==> config.mk <==
export PLATFORM = sky130hd
export DESIGN_NAME = ratc_top
export DESIGN_NICKNAME = d
export VERILOG_FILES = /design/src/pkg/ratc_pkg.sv /design/src/design/ratc_clkdiv.sv /design/src/design/ratc_top.sv
export SDC_FILE = /design/constraint.sdc
export NUM_CORES = 1
export LEC_CHECK = 0
export BUFFER_PORTS_ARGS = -buffer_cell sky130_fd_sc_hd__buf_4
export CAP_MARGIN = 20
export CORE_AREA = 5 5 105 107
export CTS_CLUSTER_DIAMETER = 80
export DETAILED_ROUTE_END_ITERATION = 6
export DIE_AREA = 0 0 110 112
export MAX_ROUTING_LAYER = met4
export PLACE_DENSITY = 0.87
export SYNTH_ARGS = -nofsm -noshare
export SYNTH_HDL_FRONTEND = slang
export SYNTH_SLANG_ARGS = --single-unit
==> constraint.sdc <==
create_clock -name I_CLK -period 3 [get_ports I_CLK]
set_clock_uncertainty 0.05 [all_clocks]
set_input_delay 0.15 -clock I_CLK [delete_from_list [all_inputs] [get_ports I_CLK]]
set_output_delay 0.15 -clock I_CLK [all_outputs]
set_load 0.02 [all_outputs]
==> src/pkg/ratc_pkg.sv <==
// Purpose: shared constants for the rheostat auto-trim control
// Assumes: one system clock at 25 MHz, register port with one-cycle read latency
// Notes: register offsets are word indices on the plain register port
package ratc_pkg;
   localparam int RATC_CNT_W = 10;
   localparam logic [9:0] RATC_CNT_MAX = 10'h3ff;
   localparam logic [9:0] RATC_CNT_MIN = 10'h000;
   localparam logic [9:0] RATC_CNT_RST = 10'h200;
   localparam int RATC_ADDR_W = 4;
   localparam int RATC_DATA_W = 32;
   localparam logic [3:0] RATC_REG_CTRL = 4'h0;
   localparam logic [3:0] RATC_REG_DIV = 4'h1;
   localparam logic [3:0] RATC_REG_STAT = 4'h2;
   localparam logic [3:0] RATC_REG_VAL0 = 4'h3;
   localparam logic [3:0] RATC_REG_VAL1 = 4'h4;
   // control register bit positions
   localparam int RATC_B_EN0 = 0;
   localparam int RATC_B_EN1 = 1;
   localparam int RATC_B_INV = 2;
   localparam int RATC_B_EXTCLK = 3;
   localparam int RATC_DIV_W = 16;
   localparam logic [15:0] RATC_DIV_RST = 16'h0018;
   // number of rheostat units
   localparam int RATC_UNITS = 2;
   typedef enum logic [1:0] {RATC_IDLE, RATC_RUN, RATC_HOLD} ratc_state_type;
endpackage : ratc_pkg

==> src/design/ratc_clkdiv.sv <==
// Purpose: internal trim clock divider, one-cycle enable pulse
// Assumes: runs only while enable is high, restarts when enable drops
// Notes: pulse period is div+1 system clocks
`timescale 1ns/100ps
`default_nettype none
module ratc_clkdiv
   import ratc_pkg::*;
(
   input wire logic i_clk,
   input wire logic i_rst,
   input wire logic i_en,
   input wire logic [RATC_DIV_W-1:0] i_div,
   output logic o_tick
);
   typedef struct packed {
      logic [RATC_DIV_W-1:0] cnt;
      logic tick;
   } ratc_div_type;
   ratc_div_type s_r;
   ratc_div_type s_nxt;

   // count down and emit a tick at zero
   always_comb begin
      s_nxt = s_r;
      s_nxt.tick = 1'b0;
      if (!i_en) begin
         s_nxt.cnt = i_div;
      end else if (s_r.cnt == '0) begin
         s_nxt.cnt = i_div;
         s_nxt.tick = 1'b1;
      end else begin
         s_nxt.cnt = s_r.cnt - 1'b1;
      end
   end

   always_ff @(posedge i_clk or posedge i_rst) begin
      if (i_rst) begin
         s_r <= '0;
      end else begin
         s_r <= s_nxt;
      end
   end

   assign o_tick = s_r.tick;
endmodule : ratc_clkdiv
`default_nettype wire

==> src/design/ratc_top.sv <==
// Function
// - comparator is enabled automatically while a calibration runs
// - trim begins only on a rising edge of the start request
// - start request stays latched until the trim ends
// - start switches on comparator and voltage reference
// - counter steps up or down following count direction
// - trim clock chosen between internal divider and matrix clock
// - internal clock produces pulses by itself while trimming
// - each trim clock rising edge moves counter one step
// - stop when count direction changes at a clock edge
// - stop at upper limit without wrapping
// - stop at lower limit without wrapping
// - any stop toggles idle status and resets sequencing
// - start still high keeps trimming around the set point
// - comparator polarity selectable inverting or non-inverting
// - comparator channel follows whichever unit's start is latched
// - auto-trim enabled per rheostat by its own setting
//
// Purpose: auto-trim sequencer for two digital rheostats
// Assumes: pins from outside pass two flip-flops; matrix clock sampled as a level
// Notes: trim clock domain is the system clock gated by a one-cycle trim tick
`timescale 1ns/100ps
`default_nettype none
module ratc_top
   import ratc_pkg::*;
(
   input wire logic I_CLK,
   input wire logic I_SYS_RST,
   input wire logic [RATC_UNITS-1:0] I_TRIM_START_REQUEST,
   input wire logic I_COMPARATOR_OUT,
   input wire logic I_MATRIX_CLK,
   input wire logic [RATC_ADDR_W-1:0] I_ADDR,
   input wire logic [RATC_DATA_W-1:0] I_WDATA,
   input wire logic I_WR,
   input wire logic I_RD,
   output logic [RATC_DATA_W-1:0] O_RDATA,
   output logic O_COMP_EN,
   output logic O_VREF_EN,
   output logic O_CHANNEL_SEL,
   output logic [RATC_UNITS-1:0] O_TRIM_IDLE_STATUS,
   output logic [RATC_CNT_W-1:0] O_RHEO0,
   output logic [RATC_CNT_W-1:0] O_RHEO1
);
   typedef struct packed {
      logic [RATC_UNITS-1:0] start_s1;
      logic [RATC_UNITS-1:0] start_s2;
      logic cmp_s1;
      logic cmp_s2;
      logic mclk_s1;
      logic mclk_s2;
      logic mclk_d;
      logic [RATC_UNITS-1:0] start_prev;
      logic [RATC_UNITS-1:0] latched;
      ratc_state_type state;
      logic unit;
      logic dir_prev;
      logic first;
      logic [RATC_CNT_W-1:0] cnt0;
      logic [RATC_CNT_W-1:0] cnt1;
      logic [RATC_UNITS-1:0] idle;
      logic en0;
      logic en1;
      logic inv;
      logic extclk;
      logic [RATC_DIV_W-1:0] div;
      logic [RATC_DATA_W-1:0] rdata;
      logic comp_en;
      logic vref_en;
      logic chan;
   } ratc_top_type;

   ratc_top_type s_r;
   ratc_top_type s_nxt;
   logic int_tick;
   logic trim_tick;
   logic dir;
   logic [RATC_CNT_W-1:0] cur;

   // saturating single step of the counter
   function automatic logic [RATC_CNT_W-1:0] ratc_step(input logic [RATC_CNT_W-1:0] v, input logic up);
      if (up) begin
         ratc_step = (v == RATC_CNT_MAX) ? v : v + 1'b1;
      end else begin
         ratc_step = (v == RATC_CNT_MIN) ? v : v - 1'b1;
      end
   endfunction : ratc_step

   // internal divider runs while a unit is armed or a trim is under way;
   // gating it to run only would leave hold stuck and never see a start edge
   ratc_clkdiv u_div (
      .i_clk(I_CLK),
      .i_rst(I_SYS_RST),
      .i_en(!s_r.extclk && (s_r.state != RATC_IDLE || s_r.en0 || s_r.en1)),
      .i_div(s_r.div),
      .o_tick(int_tick)
   );

   // trim clock select: matrix edge or internal tick
   assign trim_tick = s_r.extclk ? (s_r.mclk_s2 && !s_r.mclk_d) : int_tick;
   assign dir = s_r.cmp_s2 ^ s_r.inv;
   assign cur = s_r.unit ? s_r.cnt1 : s_r.cnt0;

   // sequencer, synchronisers and register port
   always_comb begin
      s_nxt = s_r;
      s_nxt.start_s1 = I_TRIM_START_REQUEST;
      s_nxt.start_s2 = s_r.start_s1;
      s_nxt.cmp_s1 = I_COMPARATOR_OUT;
      s_nxt.cmp_s2 = s_r.cmp_s1;
      s_nxt.mclk_s1 = I_MATRIX_CLK;
      s_nxt.mclk_s2 = s_r.mclk_s1;
      s_nxt.mclk_d = s_r.mclk_s2;
      s_nxt.rdata = '0;
      if (trim_tick) begin
         s_nxt.start_prev = s_r.start_s2;
      end
      unique case (s_r.state)
         RATC_IDLE: begin
            if (trim_tick) begin
               // rising edge of an enabled unit's start; unit 0 wins a tie
               if (s_r.start_s2[0] && !s_r.start_prev[0] && s_r.en0) begin
                  s_nxt.latched = 2'b01;
                  s_nxt.unit = 1'b0;
                  s_nxt.state = RATC_RUN;
               end else if (s_r.start_s2[1] && !s_r.start_prev[1] && s_r.en1) begin
                  s_nxt.latched = 2'b10;
                  s_nxt.unit = 1'b1;
                  s_nxt.state = RATC_RUN;
               end
               if (s_nxt.state == RATC_RUN) begin
                  s_nxt.first = 1'b1;
                  s_nxt.comp_en = 1'b1;
                  s_nxt.vref_en = 1'b1;
                  s_nxt.chan = s_nxt.unit;
                  s_nxt.idle[s_nxt.unit] = 1'b0;
               end
            end
         end
         RATC_RUN: begin
            if (trim_tick) begin
               s_nxt.first = 1'b0;
               s_nxt.dir_prev = dir;
               if (s_r.unit) begin
                  s_nxt.cnt1 = ratc_step(s_r.cnt1, dir);
               end else begin
                  s_nxt.cnt0 = ratc_step(s_r.cnt0, dir);
               end
               // direction flip or limit reached ends the trim
               if ((!s_r.first && dir != s_r.dir_prev) ||
                   (dir && cur == RATC_CNT_MAX) || (!dir && cur == RATC_CNT_MIN)) begin
                  s_nxt.idle[s_r.unit] = 1'b1;
                  s_nxt.state = RATC_HOLD;
               end
            end
         end
         RATC_HOLD: begin
            // sequencing reset; a held start restarts the trim
            s_nxt.first = 1'b1;
            if (trim_tick) begin
               if (s_r.start_s2[s_r.unit]) begin
                  s_nxt.idle[s_r.unit] = 1'b0;
                  s_nxt.state = RATC_RUN;
               end else begin
                  s_nxt.latched = '0;
                  s_nxt.comp_en = 1'b0;
                  s_nxt.vref_en = 1'b0;
                  s_nxt.state = RATC_IDLE;
               end
            end
         end
      endcase
      // register port
      if (I_WR) begin
         unique case (I_ADDR)
            RATC_REG_CTRL: begin
               s_nxt.en0 = I_WDATA[RATC_B_EN0];
               s_nxt.en1 = I_WDATA[RATC_B_EN1];
               s_nxt.inv = I_WDATA[RATC_B_INV];
               s_nxt.extclk = I_WDATA[RATC_B_EXTCLK];
            end
            RATC_REG_DIV: s_nxt.div = I_WDATA[RATC_DIV_W-1:0];
            default: ;
         endcase
      end
      if (I_RD) begin
         unique case (I_ADDR)
            RATC_REG_CTRL: s_nxt.rdata = {28'h0000000, s_r.extclk, s_r.inv, s_r.en1, s_r.en0};
            RATC_REG_DIV: s_nxt.rdata = {16'h0000, s_r.div};
            RATC_REG_STAT: s_nxt.rdata = {26'h0000000, s_r.latched, s_r.idle, s_r.comp_en, s_r.state == RATC_RUN};
            RATC_REG_VAL0: s_nxt.rdata = {22'h000000, s_r.cnt0};
            RATC_REG_VAL1: s_nxt.rdata = {22'h000000, s_r.cnt1};
            default: s_nxt.rdata = '0;
         endcase
      end
   end

   // state register
   always_ff @(posedge I_CLK or posedge I_SYS_RST) begin
      if (I_SYS_RST) begin
         s_r <= '0;
         s_r.state <= RATC_IDLE;
         s_r.cnt0 <= RATC_CNT_RST;
         s_r.cnt1 <= RATC_CNT_RST;
         s_r.idle <= 2'b11;
         s_r.div <= RATC_DIV_RST;
      end else begin
         s_r <= s_nxt;
      end
   end

   assign O_RDATA = s_r.rdata;
   assign O_COMP_EN = s_r.comp_en;
   assign O_VREF_EN = s_r.vref_en;
   assign O_CHANNEL_SEL = s_r.chan;
   assign O_TRIM_IDLE_STATUS = s_r.idle;
   assign O_RHEO0 = s_r.cnt0;
   assign O_RHEO1 = s_r.cnt1;

   // comparator on whenever a unit is latched
   a_comp_on_latch: assert property (@(posedge I_CLK) disable iff (I_SYS_RST)
      (s_r.latched != '0) |-> O_COMP_EN && O_VREF_EN) else $error("comparator off during trim");
   // unit 0 counter never wraps at the top
   a_no_wrap_hi: assert property (@(posedge I_CLK) disable iff (I_SYS_RST)
      ($past(O_RHEO0) == RATC_CNT_MAX) |-> (O_RHEO0 != RATC_CNT_MIN)) else $error("counter wrapped high");
   // unit 0 counter never wraps at the bottom
   a_no_wrap_lo: assert property (@(posedge I_CLK) disable iff (I_SYS_RST)
      ($past(O_RHEO0) == RATC_CNT_MIN) |-> (O_RHEO0 != RATC_CNT_MAX)) else $error("counter wrapped low");
   // counter only moves on a trim tick
   a_step_tick: assert property (@(posedge I_CLK) disable iff (I_SYS_RST)
      (!trim_tick && s_r.state == RATC_RUN) |=> $stable(O_RHEO0) && $stable(O_RHEO1)) else $error("step without tick");
   // unit 0 steps up by one on a trim tick when the count direction is up
   a_step_dir: assert property (@(posedge I_CLK) disable iff (I_SYS_RST)
      (trim_tick && s_r.state == RATC_RUN && !s_r.unit && dir && s_r.cnt0 != RATC_CNT_MAX)
      |=> O_RHEO0 == $past(s_r.cnt0) + 10'h001) else $error("wrong step direction");
   // direction flip stops the trim
   a_flip_stop: assert property (@(posedge I_CLK) disable iff (I_SYS_RST)
      (trim_tick && s_r.state == RATC_RUN && !s_r.first && dir != s_r.dir_prev)
      |=> s_r.state == RATC_HOLD && O_TRIM_IDLE_STATUS[$past(s_r.unit)]) else $error("flip did not stop");
   // channel follows the latched unit
   a_chan_unit: assert property (@(posedge I_CLK) disable iff (I_SYS_RST)
      (s_r.latched == 2'b10) |-> O_CHANNEL_SEL) else $error("wrong channel");
   // disabled unit never starts
   a_unit_en: assert property (@(posedge I_CLK) disable iff (I_SYS_RST)
      (s_r.state == RATC_IDLE && !s_r.en0 && !s_r.en1) |=> s_r.state == RATC_IDLE) else $error("disabled unit started");
   // running unit shows active status
   a_run_active: assert property (@(posedge I_CLK) disable iff (I_SYS_RST)
      (s_r.state == RATC_RUN) |-> !O_TRIM_IDLE_STATUS[s_r.unit]) else $error("idle during trim");
endmodule : ratc_top
`default_nettype wire

Word level (Yosys, flattened, before mapping). Cells that the tools add are included.

Logic and storage cells: 155. Output and inout port bits: 57. Register bits: 112. Bits of input ports: 44.

Bitwise gates (word level): 7. Mux-type cells: 48. Eq/ne operators: 23. Reductions and logical operators: 41. Order comparisons: 4. $add $sub $neg: 5.

Operators with widths (count): 2-to-1 mux 10 bit (9); one-hot mux 16 bit (5 select lines) (1); 2-to-1 mux 16 bit (3); equality test 10 bit, second input constant (3); zero test 10 bit (3); 2-to-1 mux 5 bit (5); 2-to-1 mux 23 bit (1); != test 2 bit, second input constant (11); adder 10 x 1 -> 10 bit, second input constant (2); AND reduction 5 bit (4); subtractor 10 x 1 -> 10 bit, second input constant (2); 2-to-1 mux 2 bit (9); zero test 16 bit (1); subtractor 16 x 1 -> 16 bit, second input constant (1); one-hot mux 2 bit (3 select lines) (2); logical AND 1 bit (11); 2-to-1 mux 1 bit (10); equality test 4 x 2 -> 1 bit, second input constant (2); one-hot mux 2 bit (2 select lines) (2); AND reduction 2 bit (4); zero test 1 bit (6); 2-to-1 mux 3 bit (2); AND reduction 3 bit (2); AND reduction 6 bit (1); other kinds (21) (31).

Logic depth before layout (Yosys ltp). Gate-level depths: netlist of the first run.

Word-level depth: 16. Depth in mapped cells: 9. Depth with buffers taken out: 9.

Cells and area by module. Synthesis of the first run repeated with hierarchy kept, for this count alone.

Cells, all modules: 516. Area, all modules: 5441.5 um^2.

By module, submodules not included: ratc_top (instances 1, cells each 418, area an instance 4495.6 um^2, seq. area each 1959.4 um^2); ratc_clkdiv (instances 1, cells each 98, area an instance 945.9 um^2, seq. area each 425.4 um^2).

Worst setup path after synthesis of the first run. No wires, ideal clock.

Path type: register to register. Start point: register s_r[52] (netlist name). End point: register s_r (netlist bit O_RHEO1[6]). Setup time: 0.120 ns. Clock period less this slack: 2.706 ns. Buffers on the path: 0. Cell stages (with the launch flop): 10. Slack: 0.294 ns. Required time: 2.830 ns. Data arrival time: 2.536 ns. Cells stage by stage: dfrtp_1 -> xor2_2 -> inv_2 -> ha_1 -> nor2b_1 -> o21ai_0 -> a21boi_0 -> o21a_1 -> or3_1 -> a31o_2.

Longest elaborated chain between the ends: 3. Elaborated cells on any way between the ends: 5. Classes of those cells: eq/ne: 2; mux: 1; bitwise: 1; reduce/logical: 1.

Ends and longest elaborated chain: start: declaration (line ratc_top.sv:72) `ratc_top_type s_r;`; start signal: assignment (line ratc_top.sv:207) `s_r <= s_nxt;`; bitwise XOR 1 bit (*) (line ratc_top.sv:100) `assign dir = s_r.cmp_s2 ^ s_r.inv;`; net dir (line ratc_top.sv:76) `logic dir;`; != test 2 bit (no source line); AND reduction 5 bit (no source line).

Mark *: on every way through the listed nets, which the timed path passes. The rest lies on a longest branch. A chain may end at the register's enable or synchronous reset.

Final worst setup path of the first run. Ends and elaborated chain as after synthesis.

==> results by stage, run 1 <==
Run status:
- The run finished with clean final reports.

Clocking:
- After clock tree synthesis, the clock-pin slew on the worst setup and hold paths is 100 ps.
- Post-CTS timing repair inserted 0 buffers for setup.
- For this design, the CTS-stage hold fixing added 21 buffers.
- CTS built an H-tree with a depth of 3.
- The maximum count of clock buffers along a single path is 2.
- In this run the clock root is driven by a sky130_fd_sc_hd__clkbuf_8.
- The clock tree from TritonCTS is yes.
- The source-to-sink clock delay at the later pin of the worst-skew pair is 360 ps.
- The number of clock buffers inserted by TritonCTS is 9.
- Counting every sink on the clock net gives 95.
- Gates resized during post-CTS repair numbered 0.

Logic synthesis:
- The number of enable-type register cells in the synthesized netlist is 0.
- In the synthesized netlist the dominant register cell turns out to be sky130_fd_sc_hd__dfrtp_1.
- The number of warnings printed during yosys synthesis is 0.
- Each instance of the synthesized netlist takes up on average 10.38 sq um.
- Synthesis instantiated 66 different standard cells from the library.
- The number of synthesized register bits is 95.
- The cell count after synthesis is between 500 and 600.
- In this run the cell area of the synthesized design comes to 5386 sq um.
- Of all flip-flops after synthesis, the portion carrying an async set or reset was 100.0%.
- The portion of the post-synthesis area used by sequential elements is between 40 and 50%.

STA:
- The tightest slew margin relative to the limit is 32.37%.
- The accumulated negative setup slack is 0 ps.
- Setup repair after global routing left no endpoint under its margin.
- The final number of hold-violating endpoints is 0.
- The final period demand of the worst path is 2696 ps.
- In the finished design, the share of the clock period the worst path needs comes to 89.88%.
- The final setup violation count is 0.
- The max-slew violation count is 0.
- Setup slack closes at between 300 and 400 ps.
- The tightest hold path in the finished design has a slack of 28.27 ps.
- For the pin with the worst max-slew slack, the measured transition is 1012 ps.
- Static timing analysis puts the maximum clock frequency at 370.9 MHz.

Cells and area:
- Compared with the post-synthesis result, the final layout area differs by 13.80%.
- The fraction of final layout cells sized beyond drive strength 1 is between 20% and 30%.
- Summing all multi-input logic gate instances after layout gives 2506 sq um.
- Cells fill between 60% and 70% of the core in the end.
- The number of filler instances in the final layout is 780.
- The area used by sequential logic in the layout is 2385 sq um.
- The final net count is 643.
- The number of diodes added for antenna fixing is 0.
- The library cells used most frequently in the layout, excluding fill and tap cells, are sky130_fd_sc_hd__dfrtp_1, sky130_fd_sc_hd__buf_4, sky130_fd_sc_hd__nand2_1, sky130_fd_sc_hd__mux2_2, sky130_fd_sc_hd__nor2_1.
- Leaving out fill and tap cells, the most frequent cell in the layout is sky130_fd_sc_hd__dfrtp_1.

Floorplan:
- The floorplan core area is roughly 10000 sq um.
- The die area is 12320 sq um.
- The placement row count is 37.
- From bottom edge to top edge, the die measures 112 microns.
- Once the floorplan was initialized, standard cells occupied between 50% and 60% of the core.
- In this run the count of I/O pins placed on the die edge is 101.
- The horizontal extent of the die is around 110 microns.

GRT:
- The number of antenna violations at the first check in global routing is 0.
- The maximum number of pins on one net before global-route repair is 34.
- For this run the aggregate overflow at the end of global routing stands at 0.
- The via count of the first global-routing pass is between 4000 and 5000.
- The wire length of the first global-routing pass is 20.78 mm.
- The global-route total usage across every layer is 21.92%.

Power:
- The power per unit of standard cell area is between 700 and 800 nW/um^2.
- The leakage power figure is 2.789 nW.
- After layout, the design draws a total of 0.004852 W.
- The worst-case IR drop observed on VDD is 0.3645 mV.

Detailed routing:
- The final route contains 4108 vias.
- For this run, design rule violations remaining after detail routing come to 0.
- The detailed-routing iteration count for the pre-antenna-repair pass is 5.
- The residual antenna-violating net count after detailed routing is 0.
- Dividing the detail-routed via count by the number of cells gives 5.729.
- After the first detailed-routing iteration, the DRC count stood at 245.
- The wire length per cell after detailed routing is 17.62 microns.
- Wires add up to between 10 and 15 mm.

Worst setup path:
- The data arrival at the endpoint of the critical path is 2910 ps.
- STA classifies the critical path startpoint as a flip-flop.
- Of all nets on the critical path, the largest fanout is 18.
- The worst setup path is captured at a flip-flop.
- For the worst setup path, the data required time is 3210 ps.
- The worst setup path is of the flip-flop to flip-flop kind.

Placement:
- The worst setup slack before clock tree synthesis is 325.0 ps.
- The number of buffers inserted by port buffering is 68.
- The detailed-placement wirelength estimate is 9.214 mm.
- The congestion estimate from routability-driven global placement came to 0.9220.

Job:
- The max-cap check violation count is 0.

Worst hold path:
- The tightest min-delay check is of the input pin to flip-flop type.
[power breakdown]
group	internal [W]	leakage (nW)	switching (W)
registers	0.00159	1.20	0.000395
clock network	0.000353	0.0922	0.000469
logic	0.000916	1.49	0.00112
total	0.00286	2.79	0.00199
[worst paths after layout]
kind,start,to,slack [ps],cells after the start
hold reg to reg,s_nxt[87],s_nxt[86],300,0
setup / recovery,s_r[52],O_RHEO1[6],300,9
hold / removal,I_RD,O_RDATA[12],30,2
max in group asynchronous,I_SYS_RST,O_TRIM_IDLE_STATUS[0],1720,4
setup reg to reg,s_r[52],O_RHEO1[6],300,9
min in group asynchronous,I_SYS_RST,s_r[41],320,3
[sequential cells by signal, summed over array words and instances, names as in the netlist]
register,cells
u_div.s_r,16
O_RHEO0,10
O_RDATA,16
O_CHANNEL_SEL,1
O_RHEO1,10
O_TRIM_IDLE_STATUS,2
u_div.o_tick,1
s_r,33
s_nxt,5
O_COMP_EN,1
[cells in the mapped netlist (2+ instances only)]
cell type	n	share of area, %
sky130_fd_sc_hd__nor2b_1	5	0.58
sky130_fd_sc_hd__ha_1	21	4.9
sky130_fd_sc_hd__nor4_1	8	0.93
sky130_fd_sc_hd__dfstp_2	6	2.9
sky130_fd_sc_hd__inv_1	22	1.5
sky130_fd_sc_hd__clkbuf_1	6	0.42
sky130_fd_sc_hd__o41ai_1	4	0.65
sky130_fd_sc_hd__buf_4	55	7.7
sky130_fd_sc_hd__o211ai_1	4	0.56
sky130_fd_sc_hd__o21a_1	3	0.42
sky130_fd_sc_hd__nand2_1	44	3.1
sky130_fd_sc_hd__nor3_1	5	0.46
sky130_fd_sc_hd__mux2i_1	2	0.37
sky130_fd_sc_hd__a21oi_1	22	2.0
sky130_fd_sc_hd__o22a_1	2	0.33
sky130_fd_sc_hd__nor4b_1	2	0.33
sky130_fd_sc_hd__nor4_2	2	0.46
sky130_fd_sc_hd__a22oi_1	5	0.70
sky130_fd_sc_hd__mux2_2	35	7.3
sky130_fd_sc_hd__nor4b_2	2	0.56
sky130_fd_sc_hd__xor2_1	11	1.8
sky130_fd_sc_hd__xnor2_1	19	3.1
sky130_fd_sc_hd__nand2b_1	4	0.46
sky130_fd_sc_hd__nand4_1	5	0.58
sky130_fd_sc_hd__a222oi_1	10	1.9
sky130_fd_sc_hd__o21ai_0	25	2.3
sky130_fd_sc_hd__a211oi_1	2	0.28
sky130_fd_sc_hd__o21bai_1	3	0.42
sky130_fd_sc_hd__nand3b_1	5	0.70
sky130_fd_sc_hd__fa_1	2	0.74
sky130_fd_sc_hd__nor2_1	28	2.0
sky130_fd_sc_hd__buf_2	5	0.46
sky130_fd_sc_hd__or3_1	5	0.58
sky130_fd_sc_hd__and3b_1	2	0.33
sky130_fd_sc_hd__dfrtp_1	89	41
sky130_fd_sc_hd__o2111ai_1	3	0.49
sky130_fd_sc_hd__and3_1	6	0.70
sky130_fd_sc_hd__nand3_1	11	1.0
sky130_fd_sc_hd__a31oi_1	2	0.23
[cell type report]
class                      count  share of cell area [%]
multi-input combinational    349                   40.89
sequential                    95                   38.91
timing repair buffer          98                   12.86
tap                          136                   2.776
clock buffer                  11                   2.470
inverter                      23                   1.429
clock inverter                 5                  0.6736
[critical path, stage by stage, from the launching register on]
cell and delay [ps]:
sky130_fd_sc_hd__dfrtp_1 430, sky130_fd_sc_hd__xor2_2 200, sky130_fd_sc_hd__inv_2 280, sky130_fd_sc_hd__ha_1 350, sky130_fd_sc_hd__nor2b_1 150, sky130_fd_sc_hd__o21ai_0 190, sky130_fd_sc_hd__a21boi_0 180, sky130_fd_sc_hd__o21a_1 210
sky130_fd_sc_hd__or3_1 310, sky130_fd_sc_hd__a31o_2 240
[stage by stage]
| step | cell area [sq um] | instances |
|---|---|---|
| after floorplan | 5443 | 534 |
| after global placement | 5727 | 680 |
| after detailed placement | 5727 | 680 |
| after CTS | 6130 | 717 |
| after global routing | 6130 | 717 |
| final | 6130 | 717 |
[cell families (layout without fill, tap and decap cells)]
logic type                 count (synthesis)  after routing  share of synthesized area [%]
AOI/OAI and AO/OA                         98             98                          12.47
xor gates and xnor gates                  31             31                          5.180
adders and majority gates                 23             23                          5.621
buffers and inverters                     90            137                          10.36
DFF                                       95             95                          44.27
muxes                                     37             37                          7.689
other                                      1             16                        0.06962
and+or+nand+nor                          144            144                          14.33
[routing by layer]
layer	track usage, %	up-vias	wire length [microns]
met4	8.313	0	265
met3	4.000	22	950
met2	34.63	195	6218
li1	-	1897	-
met5	-	-	0
met1	27.87	1994	5200
Power figures use the tool's default switching activity.
==> run 2, diff against run 1 <==
--- a/config.mk
+++ b/config.mk
@@ -13,6 +13,7 @@
 export DIE_AREA = 0 0 110 112
 export MAX_ROUTING_LAYER = met4
 export PLACE_DENSITY = 0.87
+export REMOVE_ABC_BUFFERS = 1
 export SYNTH_ARGS = -nofsm -noshare
 export SYNTH_HDL_FRONTEND = slang
 export SYNTH_SLANG_ARGS = --single-unit
==> run 2 against run 1 <==
  * Via count grew 0.22%
  * Final cell count shrank 0.14%
  * Worst hold slack lost 6.2 ps
  * Critical endpoint unchanged
  * Power is essentially flat
  * Largest power group unchanged
  * Largest cell class unchanged
  * Critical path type unchanged
  * Maximum frequency shrank 3.5%
==> results by stage, run 2 (synthesis gave the netlist of run 1 again) <==
Run status:
- The run finished with clean final reports.

Cells and area:
- 0 antenna diodes ended up in the layout.
- The register with the most flip-flops in the layout has 33 of them.
- Fill cells in the final layout number approximately 780.
- Cells fill 61.00% of the core in the end.
- Ranked by flip-flop count, first place goes to s_r.
- The fraction of final layout cells sized beyond drive strength 1 is between 20% and 30%.
- The library cell used most frequently in the layout, excluding fill and tap cells, is sky130_fd_sc_hd__dfrtp_1.
- The layout-stage area growth over the synthesis result is 13.77%.
- Leaving out fill and tap cells, the most frequent cells in the layout are sky130_fd_sc_hd__dfrtp_1, sky130_fd_sc_hd__buf_4, sky130_fd_sc_hd__nand2_1, sky130_fd_sc_hd__mux2_2, sky130_fd_sc_hd__nor2_1.
- The final net count is 642.

Worst setup path:
- The data arrival at the endpoint of the critical path is between 3000 and 4000 ps.
- The critical path is of the flip-flop to flip-flop type.
- The worst setup path is captured at a flip-flop.
- In this run the critical register-to-register path is captured at O_RHEO1[6].
- The slowest stage of the critical path is the sky130_fd_sc_hd__dfrtp_1 cell.
- Walking the worst path, the cells encountered are xor2_2 > inv_2 > ha_1 > nor2b_1 > o21ai_0 > a21boi_0 > o21a_1 > or3_1 > a31o_2.
- The cell class contributing the biggest share of worst-path delay is compound AO/OA/AOI/OAI gates.
- The critical path data required time is approximately 3200 ps.
- The critical path starts at s_r[52].
- The startpoint of the lowest-slack register-to-register path is s_r[52].
- The number of cells on the worst reg-to-reg path is 9.
- The internal reg-to-reg setup slack is 210 ps.
- The maximum fanout encountered on the critical timing path is 10.
- On the worst path, the slowest cell contributes a delay of ~440 ps.
- The number of buffer and inverter instances along the worst setup path is 1.
- The nature of the critical path startpoint is a flip-flop.

Detailed routing:
- Using the TritonRoute via totals, the vias-per-cell ratio works out to approximately 5.8.
- The final wirelength is 12.76 mm.
- The number of remaining DRC errors is 0.
- The count of vias placed by the detailed router is 4117.
- The pre-antenna-repair detailed-routing pass consisted of 6 iterations.
- After detailed routing, the average wire length per cell comes to 17.82 microns.
- The count of nets left with antenna violations once routing finished came out at 0.
- The number of violations reported at the end of detailed-routing iteration 0 is around 240.

GRT:
- The number of antenna violations at the first check in global routing is 0.
- The overflow left after global routing is 0.
- The maximum number of pins on one net before global-route repair is 53.
- Across every metal layer, demand over resource in global routing totals roughly 22%.
- The via count of the first global-routing pass is ~4100.
- The first global-routing pass estimated 20.65 mm of wire.

STA:
- Setup repair after global routing left no endpoint under its margin.
- The final number of hold-violating endpoints is 0.
- The max-slew violation count is 0.
- The fmax is 357.9 MHz.
- Setup violations remaining at the end of the flow were counted as 0.
- For the pin with the worst max-slew slack, the measured transition is 1099 ps.
- The post-route worst setup slack is 206.2 ps.
- In the final timing run, aggregate negative setup slack is 0 ps.
- In this run the tightest slew margin relative to its limit is 25.70%.
- The final cycle utilization of the critical path is 93.13%.
- The clock period could shrink to 2794 ps.

Placement:
- OpenSTA, run right after detailed placement, puts the worst setup slack at 294.7 ps.
- The HPWL after detailed placement is 9.169 mm.
- The number of buffers inserted by port buffering is 68.
- The weighted congestion reported at the end of routability-driven placement is 0.8978.

Power:
- Sequential cells burn 40.7% of the power.
- The leakage power figure is 2.782 nW.
- The analysis attributes to net switching a power of 0.002018 W.
- The total power consumption of the routed design is 0.004849 W.
- Per report_power, the clock group accounts for 17.0% of the total.
- The worst-case vdd ir drop is 0.4051 mV.
- The combinational share of power is 42.3%.
- The cell-internal power is 0.002831 W.
- The proportion of total power due to net switching is 41.62%.
- The power per unit of standard cell area is between 700 and 800 nW/um^2.

Worst hold path:
- The worst hold-check path type is input pin to flip-flop.
- In this run the most critical hold path is launched from I_RD.
- The endpoint of the worst hold path is O_RDATA[15].
- The worst hold path depth is 2.

Floorplan:
- The floorplan step defined a die boundary enclosing 12320 sq um.
- The die is around 110 microns wide.
- From bottom edge to top edge, the die measures 112 microns.
- Once the floorplan was initialized, standard cells occupied 53.62% of the core.
- In this run the core area contains 37 standard-cell rows.
- The floorplan core area is 10050 sq um.
- The total I/O pin count is about 100.

Clocking:
- The maximum count of clock buffers along a single path is 2.
- The number of clock buffers inserted by TritonCTS is 9.
- Clock-pin slew was measured on the worst setup and hold paths at 110 ps.
- TritonCTS built the clock tree.
- Post-CTS repair changed the size of 0 cells.
- The H-tree level count is 3.
- The number of clock sinks is 95.
- The source-to-sink clock delay at the later pin of the worst-skew pair is 380 ps.
- The clock tree root buffer cell is sky130_fd_sc_hd__clkbuf_8.

Job:
- The max-cap check violation count is 0.
[run 2: changes by cell type in the layout (fill, tap and decap cells not counted)]
cell / delta
sky130_fd_sc_hd__buf_12: +1
sky130_fd_sc_hd__buf_4: -2
sky130_fd_sc_hd__clkbuf_8: -2
sky130_fd_sc_hd__clkinv_4: -1
sky130_fd_sc_hd__clkinvlp_4: +1
sky130_fd_sc_hd__inv_8: +2
[run 2: worst max-delay path by stage]
stage | to | slack, ps | depth (start not counted)
after CTS | O_RHEO1[6] | 260 | 9
after global routing | O_RHEO1[6] | 80 | 9
after detailed placement | O_RHEO1[6] | 290 | 9
after floorplan | O_RHEO1[6] | 290 | 9
after global placement | O_RHEO1[6] | 490 | 9
final | O_RHEO1[6] | 210 | 9
[run 2: layout make-up]
cell class,instances,area (sq um),area share (%)
Clock inverter,7,62.56,1.021
Multi-Input combinational cell,349,2506,40.89
Sequential cell,95,2385,38.91
Clock buffer,9,123.9,2.021
Timing Repair Buffer,97,793.3,12.94
Tap cell,136,170.2,2.777
Inverter,23,87.58,1.429
[run 2: power by group through the flow]
| stage | clock network [W] | logic [W] | registers, W |
|---|---|---|---|
| 2_1_floorplan | 0 | 0.00138 | 0.00198 |
| 4_1_cts | 0.000834 | 0.00204 | 0.00196 |
| 5_1_grt | 0.000903 | 0.00226 | 0.00202 |
| 6_report | 0.000823 | 0.00205 | 0.00198 |
| 3_3_place_gp | 0 | 0.00189 | 0.00197 |
| 3_5_place_dp | 0 | 0.00200 | 0.00199 |
[run 2: worst register-to-register path, stage by stage (launching register included)]
cell and delay, ps:
sky130_fd_sc_hd__dfrtp_1 440, sky130_fd_sc_hd__xor2_2 220, sky130_fd_sc_hd__inv_2 150, sky130_fd_sc_hd__ha_1 360
sky130_fd_sc_hd__nor2b_1 150, sky130_fd_sc_hd__o21ai_0 330, sky130_fd_sc_hd__a21boi_0 250, sky130_fd_sc_hd__o21a_1 220
sky130_fd_sc_hd__or3_1 310, sky130_fd_sc_hd__a31o_2 230
[run 2: stage by stage]
step | instances | cell area, sq um | hold WS (ps)
final | 716 | 6128 | 22.10
after floorplan | 467 | 4971 | 131.4
after global placement | 679 | 5732 | 210.3
after global routing | 716 | 6128 | 2.799
after CTS | 716 | 6128 | 3.270
after detailed placement | 679 | 5732 | 210.6
[run 2: timing repair]
item,CTS,global route
setup endpoints to repair,0,0
hold buffers,21,0
setup buffers,0,0
hold endpoints to repair,65,0
[run 2: routing by layer]
layer	global-route usage [%]	routed length, microns	vias to the layer above
met3	3.942	915	26
li1	-	-	1896
met4	6.733	201	0
met5	-	0	-
met2	35.40	6492	182
met1	28.42	5151	2013
